--- config.mk ---
export PLATFORM = sky130hd
export DESIGN_NAME = eep_port
export DESIGN_NICKNAME = d
export VERILOG_FILES = /design/src/eep_pkg.sv /design/src/eep_port.sv
export SDC_FILE = /design/constraint.sdc
export NUM_CORES = 1
export LEC_CHECK = 0
export ABC_AREA = 1
export ABC_CLOCK_PERIOD_IN_PS = 4800
export BUFFER_PORTS_ARGS = -buffer_cell sky130_fd_sc_hd__buf_4
export CAP_MARGIN = 10
export CORE_MARGIN = 10
export CORE_UTILIZATION = 55
export DETAILED_ROUTE_END_ITERATION = 12
export PLACE_DENSITY = 0.77
export SYNTH_ARGS = -nofsm -noshare
export SYNTH_HDL_FRONTEND = slang
export SYNTH_SLANG_ARGS = --single-unit
--- constraint.sdc ---
create_clock -name pclk -period 4.8 [get_ports pclk]
set_clock_uncertainty 0.1 [all_clocks]
set_input_delay 0.96 -clock pclk [delete_from_list [all_inputs] [get_ports pclk]]
set_output_delay 0.96 -clock pclk [all_outputs]
set_load 0.1 [all_outputs]
--- src/eep_pkg.sv ---
// Constants, register indices and state encodings of the parallel port.
// Assumes a 10 MHz pclk and 32-bit APB with one word per register index.
package eep_pkg;

  // -----------------------------------------------------------------
  // Timing
  // -----------------------------------------------------------------
  localparam int CLK_PERIOD_NS = 100;
  localparam int EPP_TMO_NS    = 10000;
  localparam int EPP_TMO_CYC   = (EPP_TMO_NS + CLK_PERIOD_NS - 1)
                                 / CLK_PERIOD_NS;

  // -----------------------------------------------------------------
  // Register indices (byte address is four times the index)
  // -----------------------------------------------------------------
  localparam int          ADDR_W   = 13;
  localparam logic [10:0] IDX_DATA = 11'h000;
  localparam logic [10:0] IDX_STAT = 11'h001;
  localparam logic [10:0] IDX_CTRL = 11'h002;
  localparam logic [10:0] IDX_EPPA = 11'h003;
  localparam logic [10:0] IDX_EPD0 = 11'h004;
  localparam logic [10:0] IDX_EPD3 = 11'h007;
  localparam logic [10:0] IDX_FIFO = 11'h400;
  localparam logic [10:0] IDX_CFGB = 11'h401;
  localparam logic [10:0] IDX_ECR  = 11'h402;
  localparam logic [10:0] IDX_PCFG = 11'h403;

  // -----------------------------------------------------------------
  // Port modes of the extended control register
  // -----------------------------------------------------------------
  localparam logic [2:0] MODE_SPP   = 3'h0;
  localparam logic [2:0] MODE_PS2   = 3'h1;
  localparam logic [2:0] MODE_COMPAT_FIFO_PORT = 3'h2;
  localparam logic [2:0] MODE_ECP   = 3'h3;
  localparam logic [2:0] MODE_EPP   = 3'h4;
  localparam logic [2:0] MODE_TEST  = 3'h6;
  localparam logic [2:0] MODE_CFG   = 3'h7;

  // -----------------------------------------------------------------
  // Field positions and fixed values
  // -----------------------------------------------------------------
  localparam int         CTL_DIR   = 5;
  localparam int         CTL_ACKIE = 4;
  localparam int         CTL_SEL   = 3;
  localparam int         CTL_INIT  = 2;
  localparam int         CTL_AFD   = 1;
  localparam int         CTL_STB   = 0;
  localparam int         STAT_TMO  = 0;
  localparam int         PCFG_EN   = 0;
  localparam int         PCFG_V19  = 1;
  localparam int         RLE_FLAG  = 7;
  localparam logic [5:0] CTL_RST   = 6'h04;
  localparam logic [7:0] CFGA_VAL  = 8'h10;
  localparam logic [7:0] CFGB_VAL  = 8'h00;

  // -----------------------------------------------------------------
  // Shared FIFO geometry
  // -----------------------------------------------------------------
  localparam int FIFO_DEPTH = 16;
  localparam int FIFO_AW    = 4;

  // -----------------------------------------------------------------
  // State encodings
  // -----------------------------------------------------------------
  typedef enum logic [1:0] {
    EP_IDLE = 2'b00,
    EP_HOLD = 2'b01,
    EP_STRB = 2'b10
  } eep_ep_e;

  typedef enum logic [1:0] {
    DR_IDLE = 2'b00,
    DR_STB  = 2'b01,
    DR_REL  = 2'b10
  } eep_dr_e;

endpackage : eep_pkg

--- src/eep_port.sv ---
// Parallel port with standard, FIFO, extended-capability and enhanced
// cycles, reached over APB. Assumes pins synchronous to pclk.
//
// Summary of operation
// - Init output low resets attached peripheral
// - Data strobe low marks enhanced data cycle
// - Address strobe low marks enhanced address cycle
// - Idle lines follow control register and direction
// - Abort enhanced cycle after ten microseconds
// - Time-out shown in status bit zero
// - Address, data write, address read, data read
// - New handshake: finish when wait returns high
// - New handshake: hold start while wait high
// - Old handshake: start anyway, end on rise
// - Sixteen byte FIFO for burst transfers
// - Run-length byte repeats following byte in hardware
// - Mode field bits 7-5 selects port mode
// - Enhanced mode needs prior configuration enable
// - Offset zero: data or address FIFO port
// - Offset 400h decodes by mode
// - Data write drives lines, read returns lines
// - Address FIFO bytes tagged, sent automatically forward
// - Status mirrors inputs, low bits read one
// - Control bits 7 and 6 read one
// - Direction bit ignored in modes 000, 010
// - Acknowledge rise raises interrupt when enabled
// - Select-in output is inverted control bit 3
// - Init direct, auto-feed and strobe inverted
// - Writing one clears the time-out bit
// - All FIFO ports share one storage
// - Standard mode resets the FIFO
//
// The implementer's own choice: the APB interface to the registers.
module eep_port
  import eep_pkg::*;
#(
  parameter int TMO_CYCLES = EPP_TMO_CYC
)(
  // APB slave
  input  wire logic              pclk,
  input  wire logic              presetn,
  input  wire logic              psel,
  input  wire logic              penable,
  input  wire logic              pwrite,
  input  wire logic [ADDR_W-1:0] paddr,
  input  wire logic [31:0]       pwdata,
  output logic      [31:0]       prdata,
  output logic                   pready,
  output logic                   pslverr,
  // Data lines
  input  wire logic [7:0]        port_data_in,
  output logic      [7:0]        port_data_out,
  output logic                   port_data_oe,
  // Peripheral inputs
  input  wire logic              busy_in,
  input  wire logic              ack_in_n,
  input  wire logic              paper_error_in,
  input  wire logic              select_in,
  input  wire logic              fault_in_n,
  input  wire logic              peripheral_wait_n,
  // Peripheral outputs
  output logic                   strobe_out_n,
  output logic                   auto_feed_out_n,
  output logic                   select_in_out_n,
  output logic                   peripheral_init_n,
  output logic                   write_not_read,
  output logic                   data_strobe_n,
  output logic                   address_strobe_n,
  output logic                   ack_irq
);

  // -----------------------------------------------------------------
  // State
  // -----------------------------------------------------------------
  localparam logic [7:0] TMO_M1 = 8'(TMO_CYCLES - 1);
  localparam int         TMO_A  = TMO_CYCLES + 2;

  typedef struct packed {
    logic [2:0]                  mode;
    logic [2:0]                  ecr_lo;
    logic [5:0]                  ctl;
    logic [7:0]                  data_r;
    logic                        tmo;
    logic                        epp_en;
    logic                        epp_v19;
    logic [FIFO_DEPTH-1:0][8:0]  mem;
    logic [FIFO_AW-1:0]          wp;
    logic [FIFO_AW-1:0]          rp;
    logic [FIFO_AW:0]            cnt;
    eep_ep_e                     ep;
    logic [7:0]                  ep_tmr;
    logic                        ep_low;
    logic                        ep_addr;
    logic                        ep_wr;
    logic [7:0]                  ep_wdat;
    eep_dr_e                     dr;
    logic [7:0]                  dr_byte;
    logic                        dr_cmd;
    logic [6:0]                  rle_cnt;
    logic                        pready;
    logic                        pslverr;
    logic [7:0]                  prdata;
    logic [7:0]                  pd_out;
    logic                        pd_oe;
    logic                        stb_n;
    logic                        afd_n;
    logic                        select_in_out_n_n;
    logic                        init_n;
    logic                        wnr;
    logic                        dstb_n;
    logic                        astb_n;
    logic                        irq;
    logic                        ack_d;
  } eep_state_s;

  eep_state_s  s_r;
  eep_state_s  s_nxt;
  logic [10:0] idx;
  logic        acc;
  logic        done;
  logic        epp_ok;
  logic        epp_hit;
  logic        fifo_md;
  logic        fwd;
  logic        push;
  logic        pop;
  logic [8:0]  push_val;
  logic [8:0]  head;
  logic [7:0]  rd;
  logic        err;
  logic        full;
  logic        empty;

  // Lines turn to input only where the direction bit is honoured
  function automatic logic eep_dir_in(input logic [2:0] m,
                                      input logic       d);
    eep_dir_in = d && (m != MODE_SPP) && (m != MODE_COMPAT_FIFO_PORT);
  endfunction : eep_dir_in

  // -----------------------------------------------------------------
  // Decode
  // -----------------------------------------------------------------
  assign idx     = paddr[12:2];
  assign acc     = psel && penable && !s_r.pready;
  assign done    = psel && penable && s_r.pready;
  assign epp_ok  = (s_r.mode == MODE_EPP) && s_r.epp_en;
  assign epp_hit = epp_ok && (idx >= IDX_EPPA) && (idx <= IDX_EPD3);
  assign fifo_md = (s_r.mode == MODE_COMPAT_FIFO_PORT) || (s_r.mode == MODE_ECP) ||
                   (s_r.mode == MODE_TEST);
  assign fwd     = ((s_r.mode == MODE_COMPAT_FIFO_PORT) || (s_r.mode == MODE_ECP)) &&
                   !eep_dir_in(s_r.mode, s_r.ctl[CTL_DIR]);
  assign full    = (s_r.cnt == (FIFO_AW+1)'(FIFO_DEPTH));
  assign empty   = (s_r.cnt == '0);
  assign head    = s_r.mem[s_r.rp];

  // -----------------------------------------------------------------
  // Next state
  // -----------------------------------------------------------------
  always_comb
  begin
    s_nxt      = s_r;
    rd         = 8'h00;
    err        = 1'b0;
    push       = 1'b0;
    pop        = 1'b0;
    push_val   = 9'h000;
    s_nxt.pready  = 1'b0;
    s_nxt.pslverr = 1'b0;
    // Acknowledge rise interrupt
    s_nxt.ack_d = ack_in_n;
    s_nxt.irq   = s_r.ctl[CTL_ACKIE] && ack_in_n && !s_r.ack_d;

    // Register reads answered one cycle into the access phase
    if (acc && !epp_hit)
    begin
      s_nxt.pready = 1'b1;
      case (idx)
        IDX_DATA:
          if (s_r.mode == MODE_ECP)
            rd = 8'h00;
          else if (s_r.mode == MODE_SPP || s_r.mode == MODE_PS2 ||
                   s_r.mode == MODE_EPP)
            rd = port_data_in;
          else
            err = 1'b1;
        IDX_STAT:
          rd = {~busy_in, ack_in_n, paper_error_in, select_in,
                fault_in_n, 2'b11, epp_ok ? s_r.tmo : 1'b1};
        IDX_CTRL:
          rd = {2'b11, s_r.ctl};
        IDX_FIFO:
          if (fifo_md)
            rd = head[7:0];
          else if (s_r.mode == MODE_CFG)
            rd = CFGA_VAL;
          else
            err = 1'b1;
        IDX_CFGB:
          if (s_r.mode == MODE_CFG)
            rd = CFGB_VAL;
          else
            err = 1'b1;
        IDX_ECR:
          rd = {s_r.mode, s_r.ecr_lo, full, empty};
        IDX_PCFG:
          rd = {6'h00, s_r.epp_v19, s_r.epp_en};
        default:
          err = 1'b1;
      endcase
      s_nxt.prdata  = rd;
      s_nxt.pslverr = err;
    end

    // Writes and popping reads take effect at the completing edge
    if (done && !s_r.pslverr && pwrite)
    begin
      case (idx)
        IDX_DATA:
          if (s_r.mode == MODE_ECP)
          begin
            push     = 1'b1;
            push_val = {1'b1, pwdata[7:0]};
          end
          else
            s_nxt.data_r = pwdata[7:0];
        IDX_STAT:
          if (pwdata[STAT_TMO])
            s_nxt.tmo = 1'b0;
        IDX_CTRL:
          s_nxt.ctl = pwdata[5:0];
        IDX_FIFO:
          if (fifo_md)
          begin
            push     = 1'b1;
            push_val = {1'b0, pwdata[7:0]};
          end
        IDX_ECR:
        begin
          s_nxt.mode   = pwdata[7:5];
          s_nxt.ecr_lo = pwdata[4:2];
        end
        IDX_PCFG:
        begin
          s_nxt.epp_en  = pwdata[PCFG_EN];
          s_nxt.epp_v19 = pwdata[PCFG_V19];
        end
        default:
          s_nxt.ctl = s_r.ctl;
      endcase
    end
    if (done && !s_r.pslverr && !pwrite && idx == IDX_FIFO && !empty &&
        (s_r.mode == MODE_TEST ||
         (s_r.mode == MODE_ECP && s_r.ctl[CTL_DIR])))
      pop = 1'b1;

    // Enhanced cycle sequencer with watchdog
    case (s_r.ep)
      EP_IDLE:
        if (acc && epp_hit)
        begin
          s_nxt.ep      = EP_HOLD;
          s_nxt.ep_addr = (idx == IDX_EPPA);
          s_nxt.ep_wr   = pwrite;
          s_nxt.ep_wdat = pwdata[7:0];
          s_nxt.ep_tmr  = 8'h00;
          s_nxt.ep_low  = 1'b0;
        end
      EP_HOLD:
      begin
        s_nxt.ep_tmr = s_r.ep_tmr + 8'h01;
        if (!s_r.epp_v19 || !peripheral_wait_n)
          s_nxt.ep = EP_STRB;
      end
      EP_STRB:
      begin
        s_nxt.ep_tmr = s_r.ep_tmr + 8'h01;
        s_nxt.ep_low = s_r.ep_low || !peripheral_wait_n;
        if (peripheral_wait_n && (s_r.epp_v19 || s_r.ep_low))
        begin
          s_nxt.ep     = EP_IDLE;
          s_nxt.pready = 1'b1;
          s_nxt.prdata = s_r.ep_wr ? 8'h00 : port_data_in;
        end
      end
      default:
        s_nxt.ep = EP_IDLE;
    endcase
    if (s_r.ep != EP_IDLE && s_nxt.ep != EP_IDLE && s_r.ep_tmr == TMO_M1)
    begin
      s_nxt.ep     = EP_IDLE;
      s_nxt.tmo    = 1'b1;
      s_nxt.pready = 1'b1;
      s_nxt.prdata = 8'hFF;
    end

    // Forward FIFO drain with run-length expansion
    case (s_r.dr)
      DR_IDLE:
        if (fwd && !empty && !busy_in)
        begin
          if (s_r.mode == MODE_ECP && head[8] && !head[RLE_FLAG])
          begin
            s_nxt.rle_cnt = head[6:0];
            pop = 1'b1;
          end
          else
          begin
            s_nxt.dr      = DR_STB;
            s_nxt.dr_byte = head[7:0];
            s_nxt.dr_cmd  = head[8] && (s_r.mode == MODE_ECP);
            if (s_r.rle_cnt != 7'h00 && !head[8])
              s_nxt.rle_cnt = s_r.rle_cnt - 7'h01;
            else
              pop = 1'b1;
          end
        end
      DR_STB:
        if (busy_in)
          s_nxt.dr = DR_REL;
      DR_REL:
        if (!busy_in)
          s_nxt.dr = DR_IDLE;
      default:
        s_nxt.dr = DR_IDLE;
    endcase
    if (!fwd)
      s_nxt.dr = DR_IDLE;

    // Shared FIFO storage
    if (s_r.mode == MODE_SPP)
    begin
      s_nxt.wp      = '0;
      s_nxt.rp      = '0;
      s_nxt.cnt     = '0;
      s_nxt.rle_cnt = 7'h00;
    end
    else
    begin
      if (push && !full)
      begin
        s_nxt.mem[s_r.wp] = push_val;
        s_nxt.wp = s_r.wp + 4'h1;
      end
      if (pop)
        s_nxt.rp = s_r.rp + 4'h1;
      s_nxt.cnt = s_r.cnt + {4'h0, push && !full} - {4'h0, pop};
    end

    // Pins from control register, then cycle overrides
    s_nxt.pd_out = s_nxt.data_r;
    s_nxt.pd_oe  = !eep_dir_in(s_nxt.mode, s_nxt.ctl[CTL_DIR]);
    s_nxt.stb_n  = !s_nxt.ctl[CTL_STB];
    s_nxt.afd_n  = !s_nxt.ctl[CTL_AFD];
    s_nxt.select_in_out_n_n = !s_nxt.ctl[CTL_SEL];
    s_nxt.init_n = s_nxt.ctl[CTL_INIT];
    if (s_nxt.dr != DR_IDLE)
    begin
      s_nxt.pd_out = s_nxt.dr_byte;
      s_nxt.pd_oe  = 1'b1;
      s_nxt.stb_n  = (s_nxt.dr != DR_STB);
      if (s_nxt.mode == MODE_ECP)
        s_nxt.afd_n = !s_nxt.dr_cmd;
    end
    if (s_nxt.ep != EP_IDLE)
    begin
      s_nxt.pd_out = s_nxt.ep_wdat;
      s_nxt.pd_oe  = s_nxt.ep_wr;
    end
    s_nxt.wnr    = !(s_nxt.ep != EP_IDLE && s_nxt.ep_wr);
    s_nxt.dstb_n = !(s_nxt.ep == EP_STRB && !s_nxt.ep_addr);
    s_nxt.astb_n = !(s_nxt.ep == EP_STRB && s_nxt.ep_addr);
  end

  // -----------------------------------------------------------------
  // State register
  // -----------------------------------------------------------------
  always_ff @(posedge pclk or negedge presetn)
  begin
    if (!presetn)
    begin
      s_r        <= '0;
      s_r.ctl    <= CTL_RST;
      s_r.pd_oe  <= 1'b1;
      s_r.stb_n  <= 1'b1;
      s_r.afd_n  <= 1'b1;
      s_r.select_in_out_n_n <= 1'b1;
      s_r.init_n <= 1'b1;
      s_r.wnr    <= 1'b1;
      s_r.dstb_n <= 1'b1;
      s_r.astb_n <= 1'b1;
      s_r.ack_d  <= 1'b1;
    end
    else
      s_r <= s_nxt;
  end

  // Outputs straight from the state register
  assign prdata            = {24'h00_0000, s_r.prdata};
  assign pready            = s_r.pready;
  assign pslverr           = s_r.pslverr;
  assign port_data_out     = s_r.pd_out;
  assign port_data_oe      = s_r.pd_oe;
  assign strobe_out_n      = s_r.stb_n;
  assign auto_feed_out_n   = s_r.afd_n;
  assign select_in_out_n   = s_r.select_in_out_n_n;
  assign peripheral_init_n = s_r.init_n;
  assign write_not_read    = s_r.wnr;
  assign data_strobe_n     = s_r.dstb_n;
  assign address_strobe_n  = s_r.astb_n;
  assign ack_irq           = s_r.irq;

  // -----------------------------------------------------------------
  // Assertions
  // -----------------------------------------------------------------
  a_data_strobe: assert property (@(posedge pclk) disable iff (!presetn)
    (s_r.ep == EP_STRB && !s_r.ep_addr) |-> !data_strobe_n && address_strobe_n)
    else $error("data strobe not low in data cycle");
  a_addr_strobe: assert property (@(posedge pclk) disable iff (!presetn)
    (s_r.ep == EP_STRB && s_r.ep_addr) |-> !address_strobe_n && data_strobe_n)
    else $error("address strobe not low in address cycle");
  a_cycle_bound: assert property (@(posedge pclk) disable iff (!presetn)
    $rose(s_r.ep != EP_IDLE) |-> ##[1:TMO_A] (s_r.ep == EP_IDLE))
    else $error("enhanced cycle outlived watchdog");
  a_tmo_flag: assert property (@(posedge pclk) disable iff (!presetn)
    (s_r.ep != EP_IDLE && s_r.ep_tmr == TMO_M1 && !peripheral_wait_n) |=>
    s_r.tmo)
    else $error("time-out not flagged");
  a_v19_hold: assert property (@(posedge pclk) disable iff (!presetn)
    (s_r.ep == EP_HOLD && s_r.epp_v19 && peripheral_wait_n) |=>
    (s_r.ep != EP_STRB))
    else $error("cycle started while wait high");
  a_ctl_ones: assert property (@(posedge pclk) disable iff (!presetn)
    (done && !pwrite && idx == IDX_CTRL) |-> prdata[7:6] == 2'b11)
    else $error("control high bits not one");
  a_select_in_out_n_inv: assert property (@(posedge pclk) disable iff (!presetn)
    (done && pwrite && !s_r.pslverr && idx == IDX_CTRL) |=>
    select_in_out_n == !$past(pwdata[CTL_SEL]))
    else $error("select-in not inverted control bit");
  a_init_stb: assert property (@(posedge pclk) disable iff (!presetn)
    (done && pwrite && idx == IDX_CTRL && s_r.mode == MODE_SPP) |=>
    peripheral_init_n == $past(pwdata[CTL_INIT]) &&
    strobe_out_n == !$past(pwdata[CTL_STB]))
    else $error("init or strobe wrong polarity");
  a_spp_out: assert property (@(posedge pclk) disable iff (!presetn)
    (s_r.mode == MODE_SPP) |-> port_data_oe)
    else $error("lines not driven in standard mode");
  a_fifo_reset: assert property (@(posedge pclk) disable iff (!presetn)
    (s_r.mode == MODE_SPP) |=> (s_r.cnt == '0))
    else $error("fifo not reset in standard mode");
  a_ack_irq: assert property (@(posedge pclk) disable iff (!presetn)
    ($rose(ack_in_n) && s_r.ctl[CTL_ACKIE]) |=> ack_irq)
    else $error("acknowledge rise gave no interrupt");

endmodule : eep_port

* Word-level counts from Yosys, hierarchy flattened
Index checks and enable logic that the tools add are counted.
** Storage, ports and cells
- Logic and storage cells :: 256
- Flip-flop bits (word level) :: 247
- Input bits :: 64
- Output and inout port bits :: 51
** Cells by class
- Mux-type cells :: 70
- Add/sub/neg operators :: 6
- Equality and inequality tests :: 25
- Order comparisons :: 5
- Reduce and logical (&&, ||, !) cells :: 97
- Bitwise operators :: 2
** Operators by type and width (number)
- bitwise mux 144 bit :: 1
- two-way mux 8 bit :: 10
- case mux 8 bit (6 select lines) :: 1
- two-way mux 9 bit :: 5
- equality test 11 bit, second input constant :: 4
- binary-select mux 9 bit (select 4 bit) :: 1
- demux 9 bit (select 4 bit) :: 1
- logical AND 1 bit :: 35
- nonzero test 2 bit :: 13
- two-way mux 23 bit :: 1
- equality test 11 x 2 -> 1 bit, second input constant :: 2
- zero test 1 bit :: 22
- two-way mux 11 bit :: 2
- two-way mux 21 bit :: 1
- two-way mux 7 bit :: 3
- two-way mux 1 bit :: 20
- two-way mux 10 bit :: 2
- two-way mux 18 bit :: 1
- case mux 9 bit (2 select lines) :: 1
- two-way mux 16 bit :: 1
- case mux 8 bit (2 select lines) :: 1
- two-way mux 2 bit :: 7
- two-way mux 13 bit :: 1
- two-way mux 6 bit :: 2
- 37 further kinds :: 67

* Longest topological paths before layout
Gate-level depths: netlist (run 1).
- Word-level depth :: 14
- Depth in mapped cells :: 20
- Gate-level depth less buffers :: 19

* Worst setup path before layout (run 1)
No wires, ideal clock.
- Path type :: input to register
- Start point :: in paddr[9]
- End point :: reg s_r[71] (netlist name)
- Slack :: 1094 ps
- Stages on the path :: 20
- Arrival :: 3472 ps
- Path buffers :: 1
- Required time :: 4566 ps
- Library setup time :: 134 ps
- Cell sequence :: nor2_1 -> nand2_2 -> nor2_4 -> nand3_4 -> nor2_4 -> inv_2 -> buf_6 -> nor2_2 -> nand2_1 -> o21ai_2 -> nand2_1 -> ha_1 -> inv_1 -> ha_1 -> fa_1 -> nand2_1 -> a21oi_1 -> nor2_1 -> xor2_1 -> nor2_1
** RTL lines
- from (decl) :: RTL line eep_port.sv:45 : input wire logic [ADDR_W-1:0] paddr,
- to (signal assigned) :: RTL line eep_port.sv:394 : s_r <= s_nxt;
- to (decl) :: RTL line eep_port.sv:116 : eep_state_s s_r;

==> impl_metrics.env, run 1 <==
export IMPL_synth_area_per_cell_um2=8.08
export IMPL_p_sw_mw=1.09
export IMPL_setup_viol=0
export IMPL_io_pins=115
export IMPL_ctsHoldBuffers=0
export IMPL_ctsRootBufferMaster="clkbuf_16"
export IMPL_num_rows=55
export IMPL_yosysTopAreaCell="dfrtp_1"
export IMPL_cp_max_fo=11
export IMPL_dieArea_um2=29700
export IMPL_synth_edf_count=0
export IMPL_worstHoldPathType="input port to async pin"
export IMPL_clkLatencyLatePin_ps=570
export IMPL_worst_slack_ps=1110
export IMPL_wl_per_cell_um=17.4
export IMPL_most_common_layout_cells="nand2_1 (417), dfrtp_1 (236), o21ai_0 (154), inv_1 (143), nor2_1 (108)"
export IMPL_start_kind="input port"
export IMPL_ctsResizeCount=0
export IMPL_ant_nets=0
export IMPL_wl_met2_um=15200
export IMPL_crit_required_ps=5100
export IMPL_grtUsageTotal=0.222
export IMPL_pwr_share_seq=0.474
export IMPL_die_w_um=172
export IMPL_core_area_um2=22700
export IMPL_synth_seq_area_share=0.484
export IMPL_yosysWarnings=0
export IMPL_post_cts_buffers=0
export IMPL_outcome="finished clean"
export IMPL_diodes=0
export IMPL_critPathKind="input port to register"
export IMPL_syn_inst=1578
export IMPL_critPathArrivalTime_ps=3980
export IMPL_combPwrFrac=0.060
export IMPL_synth_seq_cells=246
export IMPL_fin_cells=1910
export IMPL_first_iter_violations=1256
export IMPL_htreeDepth=1
export IMPL_async_flop_share=1.00
export IMPL_end_kind="register"
export IMPL_seqCellArea_um2=6170
export IMPL_rsz0062_at_grt="false"
export IMPL_fin_util=0.618
export IMPL_m1WireLength_um=14300
export IMPL_finalSetupTns_ps=0
export IMPL_slew_headroom=0.325
export IMPL_switching_share=0.247
export IMPL_multi_input_area_um2=5430
export IMPL_synthTopCellsByArea="dfrtp_1 (47%), nand2_1 (12%), o21ai_0 (6.4%)"
export IMPL_clock_sinks=246
export IMPL_wl_met3_um=2820
export IMPL_portBuffers=64
export IMPL_place_ws_ps=601
export IMPL_largest_reg_flops=220
export IMPL_grt_pass1_wl_um=53400
export IMPL_gp_congestion=0.906
export IMPL_fin_crit_ps=3690
export IMPL_synth_top_area_frac=0.465
export IMPL_fmax_mhz=271
export IMPL_grt_pass1_vias=10100
export IMPL_overflow=0
export IMPL_num_fill_cells=1998
export IMPL_dp_hpwl_um=22300
export IMPL_via_per_inst=5.66
export IMPL_pwr_share_clk=0.466
export IMPL_clockBufferDepth=3
export IMPL_highest_layer="met4"
export IMPL_power_density_nw_per_um2=315
export IMPL_grt_max_degree=92
export IMPL_clk_pin_slew_worst_paths_ps=60
export IMPL_maxSlewViolCount=0
export IMPL_routed_wl_um=33300
export IMPL_p_leak_nw=6.55
export IMPL_p_int_mw=3.33
export IMPL_dp_cells=1859
export IMPL_fin_crit_sh=0.768
export IMPL_drive_gt1_frac=0.123
export IMPL_nNetsFinal=1687
export IMPL_first_pass_iters=5
export IMPL_cts_buffers_inserted=28
export IMPL_ir_drop_v=0.000293
export IMPL_antenna_found_initial=0
export IMPL_ff2ff_path_depth=18
export IMPL_worstMarginPinSlew_ps=1010
export IMPL_area_growth_pct=10.2
export IMPL_cts_tree="done"
export IMPL_synth_area_um2=12700
export IMPL_die_y_um=172
export IMPL_max_cap_violations=0
export IMPL_regMostFlops="s_r"
export IMPL_ys_types=47
export IMPL_final_hold_violation_count=0
export IMPL_final_common_cell="nand2_1"
export IMPL_synth_ff_type="dfrtp_1"
export IMPL_vias=10800
export IMPL_drc=0
export IMPL_start_util=0.561
[layout make-up]
class / instances / area share
repair buffers: 75 / 0.0415
inverters: 158 / 0.0427
flip-flops and latches: 246 / 0.439
multi-input cells: 1095 / 0.387
well taps: 285 / 0.0254
clock buffers: 39 / 0.0578
clock inverters: 12 / 0.00668
[stage by stage]
step / hold WS [ps] / power [mW] / cell area, µm²
final: 280 / 4.43 / 14000
after global routing: 353 / 4.56 / 14000
after CTS: 331 / 4.45 / 14000
after detailed placement: 364 / 2.40 / 13100
after global placement: 361 / 2.39 / 13100
after floorplan: 348 / 2.31 / 12800
[worst max-delay path, cell delays in order]
cell and delay [ps]:
buf_4 110, nor2_1 130, nand2_2 130, nor2_4 140, nand3_4 130, nor2_4 250, inv_2 180, nor2_2 140
nand2_1 80, o21ai_2 120, nand2_1 180, ha_1 320, inv_1 40, ha_1 200, fa_1 410, nand2_1 80
a21oi_1 60, nor2_1 120, xor2_1 150, nor2_1 50
[metal layers]
metal / GRT usage / up-vias
li1: - / 5151
met1: 0.304 / 5147
met2: 0.351 / 453
met3: 0.0401 / 65
met4: 0.0712 / 0
met5: 0 / -
[final timing paths]
kind	to	slack, ps	startpoint
worst max-delay path	s_r[71]$_DFF_PN0_	1110	paddr[9]
worst min-delay path	s_r[135]$_DFFE_PN0P_	280	presetn
worst max register to register	s_r[71]$_DFF_PN0_	1130	s_r[74]$_DFFE_PN0P_
worst min register to register	s_r[101]$_DFFE_PN0P_	380	s_r[101]$_DFFE_PN0P_
max in group asynchronous	s_r[35]$_DFF_PN0_	3240	presetn
min in group pclk	s_r[101]$_DFFE_PN0P_	380	s_r[101]$_DFFE_PN0P_
[cell families (layout without fill, tap and decap cells)]
kind of cell,count (synthesis),count (layout),synth area share
compound gates,355,355,0.151
xor+xnor,9,9,0.00619
fa+ha+maj,19,19,0.0192
buf+inv,260,284,0.0986
flops,246,246,0.484
other cells,1,24,0.000294
simple gates,688,688,0.240
[power groups by stage]
stage	logic (mW)	clock network, mW	registers [mW]
after global routing	0.288	2.18	2.10
final	0.265	2.07	2.10
after floorplan	0.175	0	2.14
after global placement	0.259	0	2.13
after CTS	0.265	2.09	2.10
after detailed placement	0.264	0	2.13
[cells in the mapped netlist (17+ instances only)]
master	n
clkbuf_1	26
a21oi_1	39
o211ai_1	18
nand3_1	82
buf_4	41
o21ai_0	162
nor3_1	28
inv_1	143
nor2_1	108
o21ai_2	17
ha_1	18
dfrtp_1	237
nand2_1	417
o21ai_1	95
Power figures use the tool's default switching activity.
==> run 2: changes to the inputs <==
--- a/config.mk
+++ b/config.mk
@@ -6,7 +6,7 @@
 export NUM_CORES = 1
 export LEC_CHECK = 0
 export ABC_AREA = 1
-export ABC_CLOCK_PERIOD_IN_PS = 4800
+export ABC_CLOCK_PERIOD_IN_PS = 3800
 export BUFFER_PORTS_ARGS = -buffer_cell sky130_fd_sc_hd__buf_4
 export CAP_MARGIN = 10
 export CORE_MARGIN = 10
==> constraint.sdc (replaced) <==
create_clock -name pclk -period 3.8 [get_ports pclk]
set_clock_uncertainty 0.1 [all_clocks]
set_input_delay 0.76 -clock pclk [delete_from_list [all_inputs] [get_ports pclk]]
set_output_delay 0.76 -clock pclk [all_outputs]
set_load 0.1 [all_outputs]
==> run 2 against run 1 <==
Net effect: cell count rose by 0.47%; flip-flop and latch count did not move; sequential share of layout area fell by 0.12 points; routed wire length fell by 3.1%; largest power group unchanged; critical path depth fell by 3; highest routed layer unchanged; global-route usage fell by 0.30 points.
==> impl_metrics.env, run 2 (synthesis gave the netlist of run 1 again) <==
export IMPL_fin_crit_ps=3260
export IMPL_antenna_found_initial=0
export IMPL_setup_viol=0
export IMPL_crit_chain="buf_4 > buf_4 > nand2_1 > nand2_1 > nand2_1 > nand3_1 > nand2_1 > nand2_1 > clkinv_1 > nand3_2 > nand2_2 > nand2_1 > nand2_2 > nand2_1 > nand2_1 > nand3_1 > nand2_1"
export IMPL_pwr_share_seq=0.480
export IMPL_combPwrFrac=0.060
export IMPL_start_util=0.561
export IMPL_cp_max_fo=62
export IMPL_cp_slowest_cell="buf_4"
export IMPL_overflow=0
export IMPL_largest_reg_flops=220
export IMPL_wl_per_cell_um=16.8
export IMPL_pwr_share_clk=0.459
export IMPL_final_hold_violation_count=0
export IMPL_routed_wl_um=32300
export IMPL_vias=10700
export IMPL_p_leak_nw=6.59
export IMPL_fmax_mhz=307
export IMPL_first_pass_iters=5
export IMPL_ant_nets=0
export IMPL_dieArea_um2=29700
export IMPL_clockBufferDepth=3
export IMPL_gp_congestion=0.903
export IMPL_nNetsFinal=1699
export IMPL_p_sw_mw=1.31
export IMPL_power_density_nw_per_um2=392
export IMPL_switching_share=0.238
export IMPL_drc=0
export IMPL_fin_crit_sh=0.857
export IMPL_m1WireLength_um=14000
export IMPL_critPathArrivalTime_ps=3580
export IMPL_dp_hpwl_um=22200
export IMPL_rsz0062_at_grt="false"
export IMPL_grt_max_degree=92
export IMPL_total_power_mw=5.51
export IMPL_most_common_layout_cells="nand2_1 (417), dfrtp_1 (236), o21ai_0 (154), inv_1 (143), nor2_1 (108)"
export IMPL_critPathKind="register to register"
export IMPL_wl_met2_um=14900
export IMPL_p_int_mw=4.20
export IMPL_die_y_um=172
export IMPL_portBuffers=64
export IMPL_first_iter_violations=1038
export IMPL_maxSlewViolCount=0
export IMPL_slowest_delay_ps=560
export IMPL_htreeDepth=1
export IMPL_max_cap_violations=0
export IMPL_ctsRootBufferMaster="clkbuf_16"
export IMPL_dp_cells=1872
export IMPL_drive_gt1_frac=0.124
export IMPL_grt_pass1_vias=10200
export IMPL_num_fill_cells=1932
export IMPL_regMostFlops="s_r"
export IMPL_seqCellArea_um2=6170
export IMPL_crit_required_ps=4130
export IMPL_crit_cells=17
export IMPL_clock_sinks=246
export IMPL_core_area_um2=22700
export IMPL_diodes=0
export IMPL_worstMarginPinSlew_ps=916
export IMPL_start_kind="register"
export IMPL_final_common_cell="nand2_1"
export IMPL_multi_input_area_um2=5410
export IMPL_ctsResizeCount=0
export IMPL_post_cts_buffers=0
export IMPL_ctsHoldBuffers=0
export IMPL_worstHoldPathType="input port to async pin"
export IMPL_area_growth_pct=10.5
export IMPL_cts_buffers_inserted=27
export IMPL_fin_cells=1919
export IMPL_ir_drop_v=0.000293
export IMPL_finalSetupTns_ps=0
export IMPL_path_delay_family="simple AND/OR/NAND/NOR gates"
export IMPL_outcome="finished clean"
export IMPL_wl_met3_um=2470
export IMPL_clkLatencyLatePin_ps=540
export IMPL_r2r_slack_ps=540
export IMPL_io_pins=115
export IMPL_via_per_inst=5.59
export IMPL_cts_tree="done"
export IMPL_clk_pin_slew_worst_paths_ps=60
export IMPL_slew_headroom=0.387
export IMPL_die_w_um=172
export IMPL_num_rows=55
export IMPL_grtUsageTotal=0.219
export IMPL_grt_pass1_wl_um=53000
export IMPL_cp_common_cell="nand2_1"
export IMPL_highest_layer="met4"
export IMPL_end_kind="register"
export IMPL_ff2ff_path_depth=17
export IMPL_path_buf_inv=3
## run 2: cell count changes in the layout (fill, tap and decap cells not counted), sizes merged
| cell | change |
|---|---|
| bufinv | +1 |
| clkinv | -4 |
| clkinvlp | -1 |
| buf | +13 |
## run 2: worst reg2reg max path: cells and delay by family, from the launching register on
family / cells / cell delay [ps]
AND/OR/NAND/NOR: 14 / 1750
flip-flops: 1 / 360
buffers and inverters: 3 / 960
## run 2: worst paths after layout
check	from	to
worst max-delay path	s_r[72]$_DFFE_PN0P_	port_data_out[4]$_DFF_PN0_
worst min-delay path	presetn	s_r[77]$_DFFE_PN0P_
worst max register to register	s_r[72]$_DFFE_PN0P_	port_data_out[4]$_DFF_PN0_
worst min register to register	s_r[102]$_DFFE_PN0P_	s_r[102]$_DFFE_PN0P_
max in group asynchronous	presetn	select_in_out_n$_DFF_PN1_
min in group pclk	ack_in_n	s_r[0]$_DFF_PN1_
## run 2: cell type report
class | instances | share of cell area
inverters | 158 | 0.0426
clock buffers | 39 | 0.0555
repair buffers | 88 | 0.0492
multi-input cells | 1095 | 0.384
flip-flops and latches | 246 | 0.438
well taps | 285 | 0.0253
clock inverters | 8 | 0.00507
## run 2: metrics by stage
stage | area, µm² | hold WS (ps) | util | setup WS [ps]
after floorplan | 12800 | 348 | - | 294
after CTS | 14100 | 51.7 | 0.620 | 557
after detailed placement | 13200 | 364 | 0.582 | 191
after global routing | 14100 | 59.6 | 0.620 | 191
after global placement | 13200 | 359 | 0.582 | 246
final | 14100 | 35.6 | 0.620 | 543
## run 2: routing by layer
metal | up-vias | GRT usage
met5 | - | 0
met4 | 0 | 0.0693
met3 | 64 | 0.0358
met2 | 437 | 0.349
met1 | 5068 | 0.300
li1 | 5165 | -
## run 2: power groups by stage
stage / logic [mW] / clock network (mW) / registers, mW
floorplan: 0.221 / 0 / 2.70
global placement: 0.331 / 0 / 2.70
detailed placement: 0.334 / 0 / 2.70
CTS: 0.334 / 2.56 / 2.65
global route: 0.366 / 2.67 / 2.65
finish: 0.332 / 2.53 / 2.65
==> run 3: changes to the inputs <==
--- a/config.mk
+++ b/config.mk
@@ -5,7 +5,7 @@
 export SDC_FILE = /design/constraint.sdc
 export NUM_CORES = 1
 export LEC_CHECK = 0
-export ABC_AREA = 1
+export ABC_AREA = 0
 export ABC_CLOCK_PERIOD_IN_PS = 3800
 export BUFFER_PORTS_ARGS = -buffer_cell sky130_fd_sc_hd__buf_4
 export CAP_MARGIN = 10
==> run 3 against run 2 <==
Net effect: fmax down 10%; sequential power up 11%; setup slack worse by 360 ps; hold slack better by 87 ps; utilization up 1.8 points; critical path depth down 4; largest cell class unchanged.
==> impl_metrics.env, run 3 <==
export IMPL_p_leak_nw=6.23
export IMPL_final_hold_violation_count=0
export IMPL_outcome="finished clean"
export IMPL_start_util=0.564
export IMPL_final_common_cell="dfrtp_1"
export IMPL_via_per_inst=6.19
export IMPL_synth_common_cells="dfrtp_1 (237), nand2_1 (190), o21ai_0 (183)"
export IMPL_largest_reg_flops=220
export IMPL_routed_wl_um=32700
export IMPL_area_growth_pct=13.2
export IMPL_ff2ff_path_depth=13
export IMPL_worstReg2RegStart="s_r[72]$_DFFE_PN0P_"
export IMPL_synth_edf_count=0
export IMPL_diodes=0
export IMPL_htreeDepth=1
export IMPL_combPwrFrac=0.268
export IMPL_nNetsFinal=1344
export IMPL_cts_tree="done"
export IMPL_max_cap_violations=0
export IMPL_grtUsageTotal=0.225
export IMPL_ant_nets=0
export IMPL_regMostFlops="s_r"
export IMPL_fin_crit_ps=3620
export IMPL_fmax_mhz=276
export IMPL_use_met3=0.0433
export IMPL_antenna_found_initial=0
export IMPL_die_y_um=170
export IMPL_synth_top_area_frac=0.478
export IMPL_clock_sinks=246
export IMPL_ctsRootBufferMaster="clkbuf_16"
export IMPL_drc=0
export IMPL_pwr_share_seq=0.396
export IMPL_total_power_mw=7.42
export IMPL_end_kind="register"
export IMPL_num_rows=54
export IMPL_synthTopCellsByArea="dfrtp_1 (48%), o21ai_0 (7.4%), nand2_1 (5.7%)"
export IMPL_switching_share=0.340
export IMPL_worst_slack_ps=179
export IMPL_post_cts_buffers=0
export IMPL_power_density_nw_per_um2=528
export IMPL_num_fill_cells=1742
export IMPL_slew_headroom=0.474
export IMPL_maxSlewViolCount=0
export IMPL_critPathKind="register to register"
export IMPL_dieArea_um2=29000
export IMPL_vias=9645
export IMPL_syn_inst=1196
export IMPL_cp_common_cell="inv_1"
export IMPL_cp_slowest_cell="mux4_2"
export IMPL_clk_pin_slew_worst_paths_ps=60
export IMPL_synth_area_um2=12400
export IMPL_fin_area_um2=14100
export IMPL_synth_seq_area_share=0.497
export IMPL_multi_input_area_um2=5650
export IMPL_die_w_um=170
export IMPL_grt_use_met1=0.296
export IMPL_whs_ps=122
export IMPL_start_kind="register"
export IMPL_fin_util=0.638
export IMPL_portBuffers=64
export IMPL_dp_hpwl_um=23000
export IMPL_dp_cells=1513
export IMPL_cts_buffers_inserted=26
export IMPL_seqCellArea_um2=6170
export IMPL_synth_seq_cells=246
export IMPL_worstMarginPinSlew_ps=790
export IMPL_worstHoldPathType="input port to async pin"
export IMPL_yosysTopAreaCell="dfrtp_1"
export IMPL_first_iter_violations=988
export IMPL_synth_ff_type="dfrtp_1"
export IMPL_finalSetupTns_ps=0
export IMPL_overflow=0
export IMPL_slowest_delay_ps=540
export IMPL_io_pins=115
export IMPL_yosysMostFrequentCell="dfrtp_1"
export IMPL_clkLatencyLatePin_ps=540
export IMPL_fin_crit_sh=0.953
export IMPL_ys_types=74
export IMPL_crit_chain="mux4_2 > a22oi_1 > nand3b_1 > a22oi_2 > inv_1 > ha_1 > inv_1 > ha_2 > fa_2 > a21oi_2 > nor2_1 > or3_1 > a21oi_1"
export IMPL_cp_max_fo=9
export IMPL_core_area_um2=22000
export IMPL_async_flop_share=1.00
export IMPL_postPlaceCellArea_um2=13200
export IMPL_r2r_end="s_r[71]$_DFF_PN0_"
export IMPL_first_pass_iters=5
export IMPL_r2r_slack_ps=180
export IMPL_ir_drop_v=0.000387
export IMPL_critPathArrivalTime_ps=3970
export IMPL_most_common_layout_cells="dfrtp_1 (234), nand2_1 (190), o21ai_0 (182), buf_4 (120), nor2_1 (44)"
export IMPL_wl_per_cell_um=21.0
export IMPL_clockBufferDepth=3
export IMPL_p_int_mw=4.90
export IMPL_p_sw_mw=2.52
export IMPL_gp_congestion=0.952
export IMPL_rsz0062_at_grt="false"
export IMPL_grt_pass1_wl_um=52600
export IMPL_place_ws_ps=-45.8
export IMPL_drive_gt1_frac=0.204
export IMPL_pwr_share_clk=0.337
export IMPL_grt_max_degree=87
export IMPL_crit_required_ps=4150
export IMPL_fin_cells=1557
export IMPL_yosysWarnings=0
export IMPL_gr_usage_met2=0.369
export IMPL_setup_viol=0
export IMPL_synth_area_per_cell_um2=10.4
export IMPL_top_usage_layer="met2"
export IMPL_grt_pass1_vias=9650
[run 3: cell count changes after synthesis, sizes merged, moves of 20 or more]
cell	previous run	this run
mux2i	0	37
nand2	423	190
mux2	0	29
o21ai	274	188
a22oi	0	20
nand3	101	15
a221oi	0	24
nor2	115	44
inv	155	30
mux4	0	23
[run 3: timing repair]
item                                    in CTS  in global routing
resized for setup                            0                  0
endpoints found under the setup margin       0                  1
hold buffers                                 0                  0
[run 3: cells by family after synthesis]
group           share of synthesized area
compound gates                      0.187
simple gates                        0.130
xor+xnor                          0.00988
mux                                0.0978
buf+inv                            0.0583
flops                               0.497
fa+ha+maj                          0.0198
other cells                      0.000302
[run 3: power by group through the flow]
stage | Combinational, mW | Sequential, mW | Clock (mW)
after floorplan | 1.48 | 2.92 | 0
after global placement | 1.92 | 2.97 | 0
after detailed placement | 1.96 | 2.98 | 0
after CTS | 1.98 | 2.93 | 2.52
after global routing | 2.11 | 2.95 | 2.63
final | 1.99 | 2.94 | 2.50
[run 3: critical path: cells and delay by family, from the launching register on]
kind                       cells  cell delay, ps
buffers and inverters          2             100
AOI/OAI and AO/OA              4             810
and+or+nand+nor                3             650
adders and majority gates      3             820
muxes                          1             540
DFF                            1             500
[run 3: how the worst max path moves through the flow]
stage,from,to,slack (ps)
final,s_r[72]$_DFFE_PN0P_,s_r[71]$_DFF_PN0_,180
after global routing,s_r[72]$_DFFE_PN0P_,s_r[71]$_DFF_PN0_,10
after CTS,s_r[72]$_DFFE_PN0P_,s_r[71]$_DFF_PN0_,190
after detailed placement,paddr[8],s_r[71]$_DFF_PN0_,-50
after global placement,paddr[8],s_r[71]$_DFF_PN0_,-9
after floorplan,paddr[8],s_r[71]$_DFF_PN0_,-60
[run 3: per-layer routing]
layer  up-vias  part of all wire
met5         -                 0
met4         0             0.031
met3        75             0.084
met2       417              0.48
met1      4750              0.41
li1       4403                 -
[run 3: layout make-up]
| class | count | share of cell area |
|---|---|---|
| Clock inverter | 3 | 0.00365 |
| Inverter | 30 | 0.00801 |
| Timing Repair Buffer | 122 | 0.0666 |
| Multi-Input combinational cell | 835 | 0.402 |
| Tap cell | 280 | 0.0249 |
| Clock buffer | 41 | 0.0560 |
| Sequential cell | 246 | 0.439 |
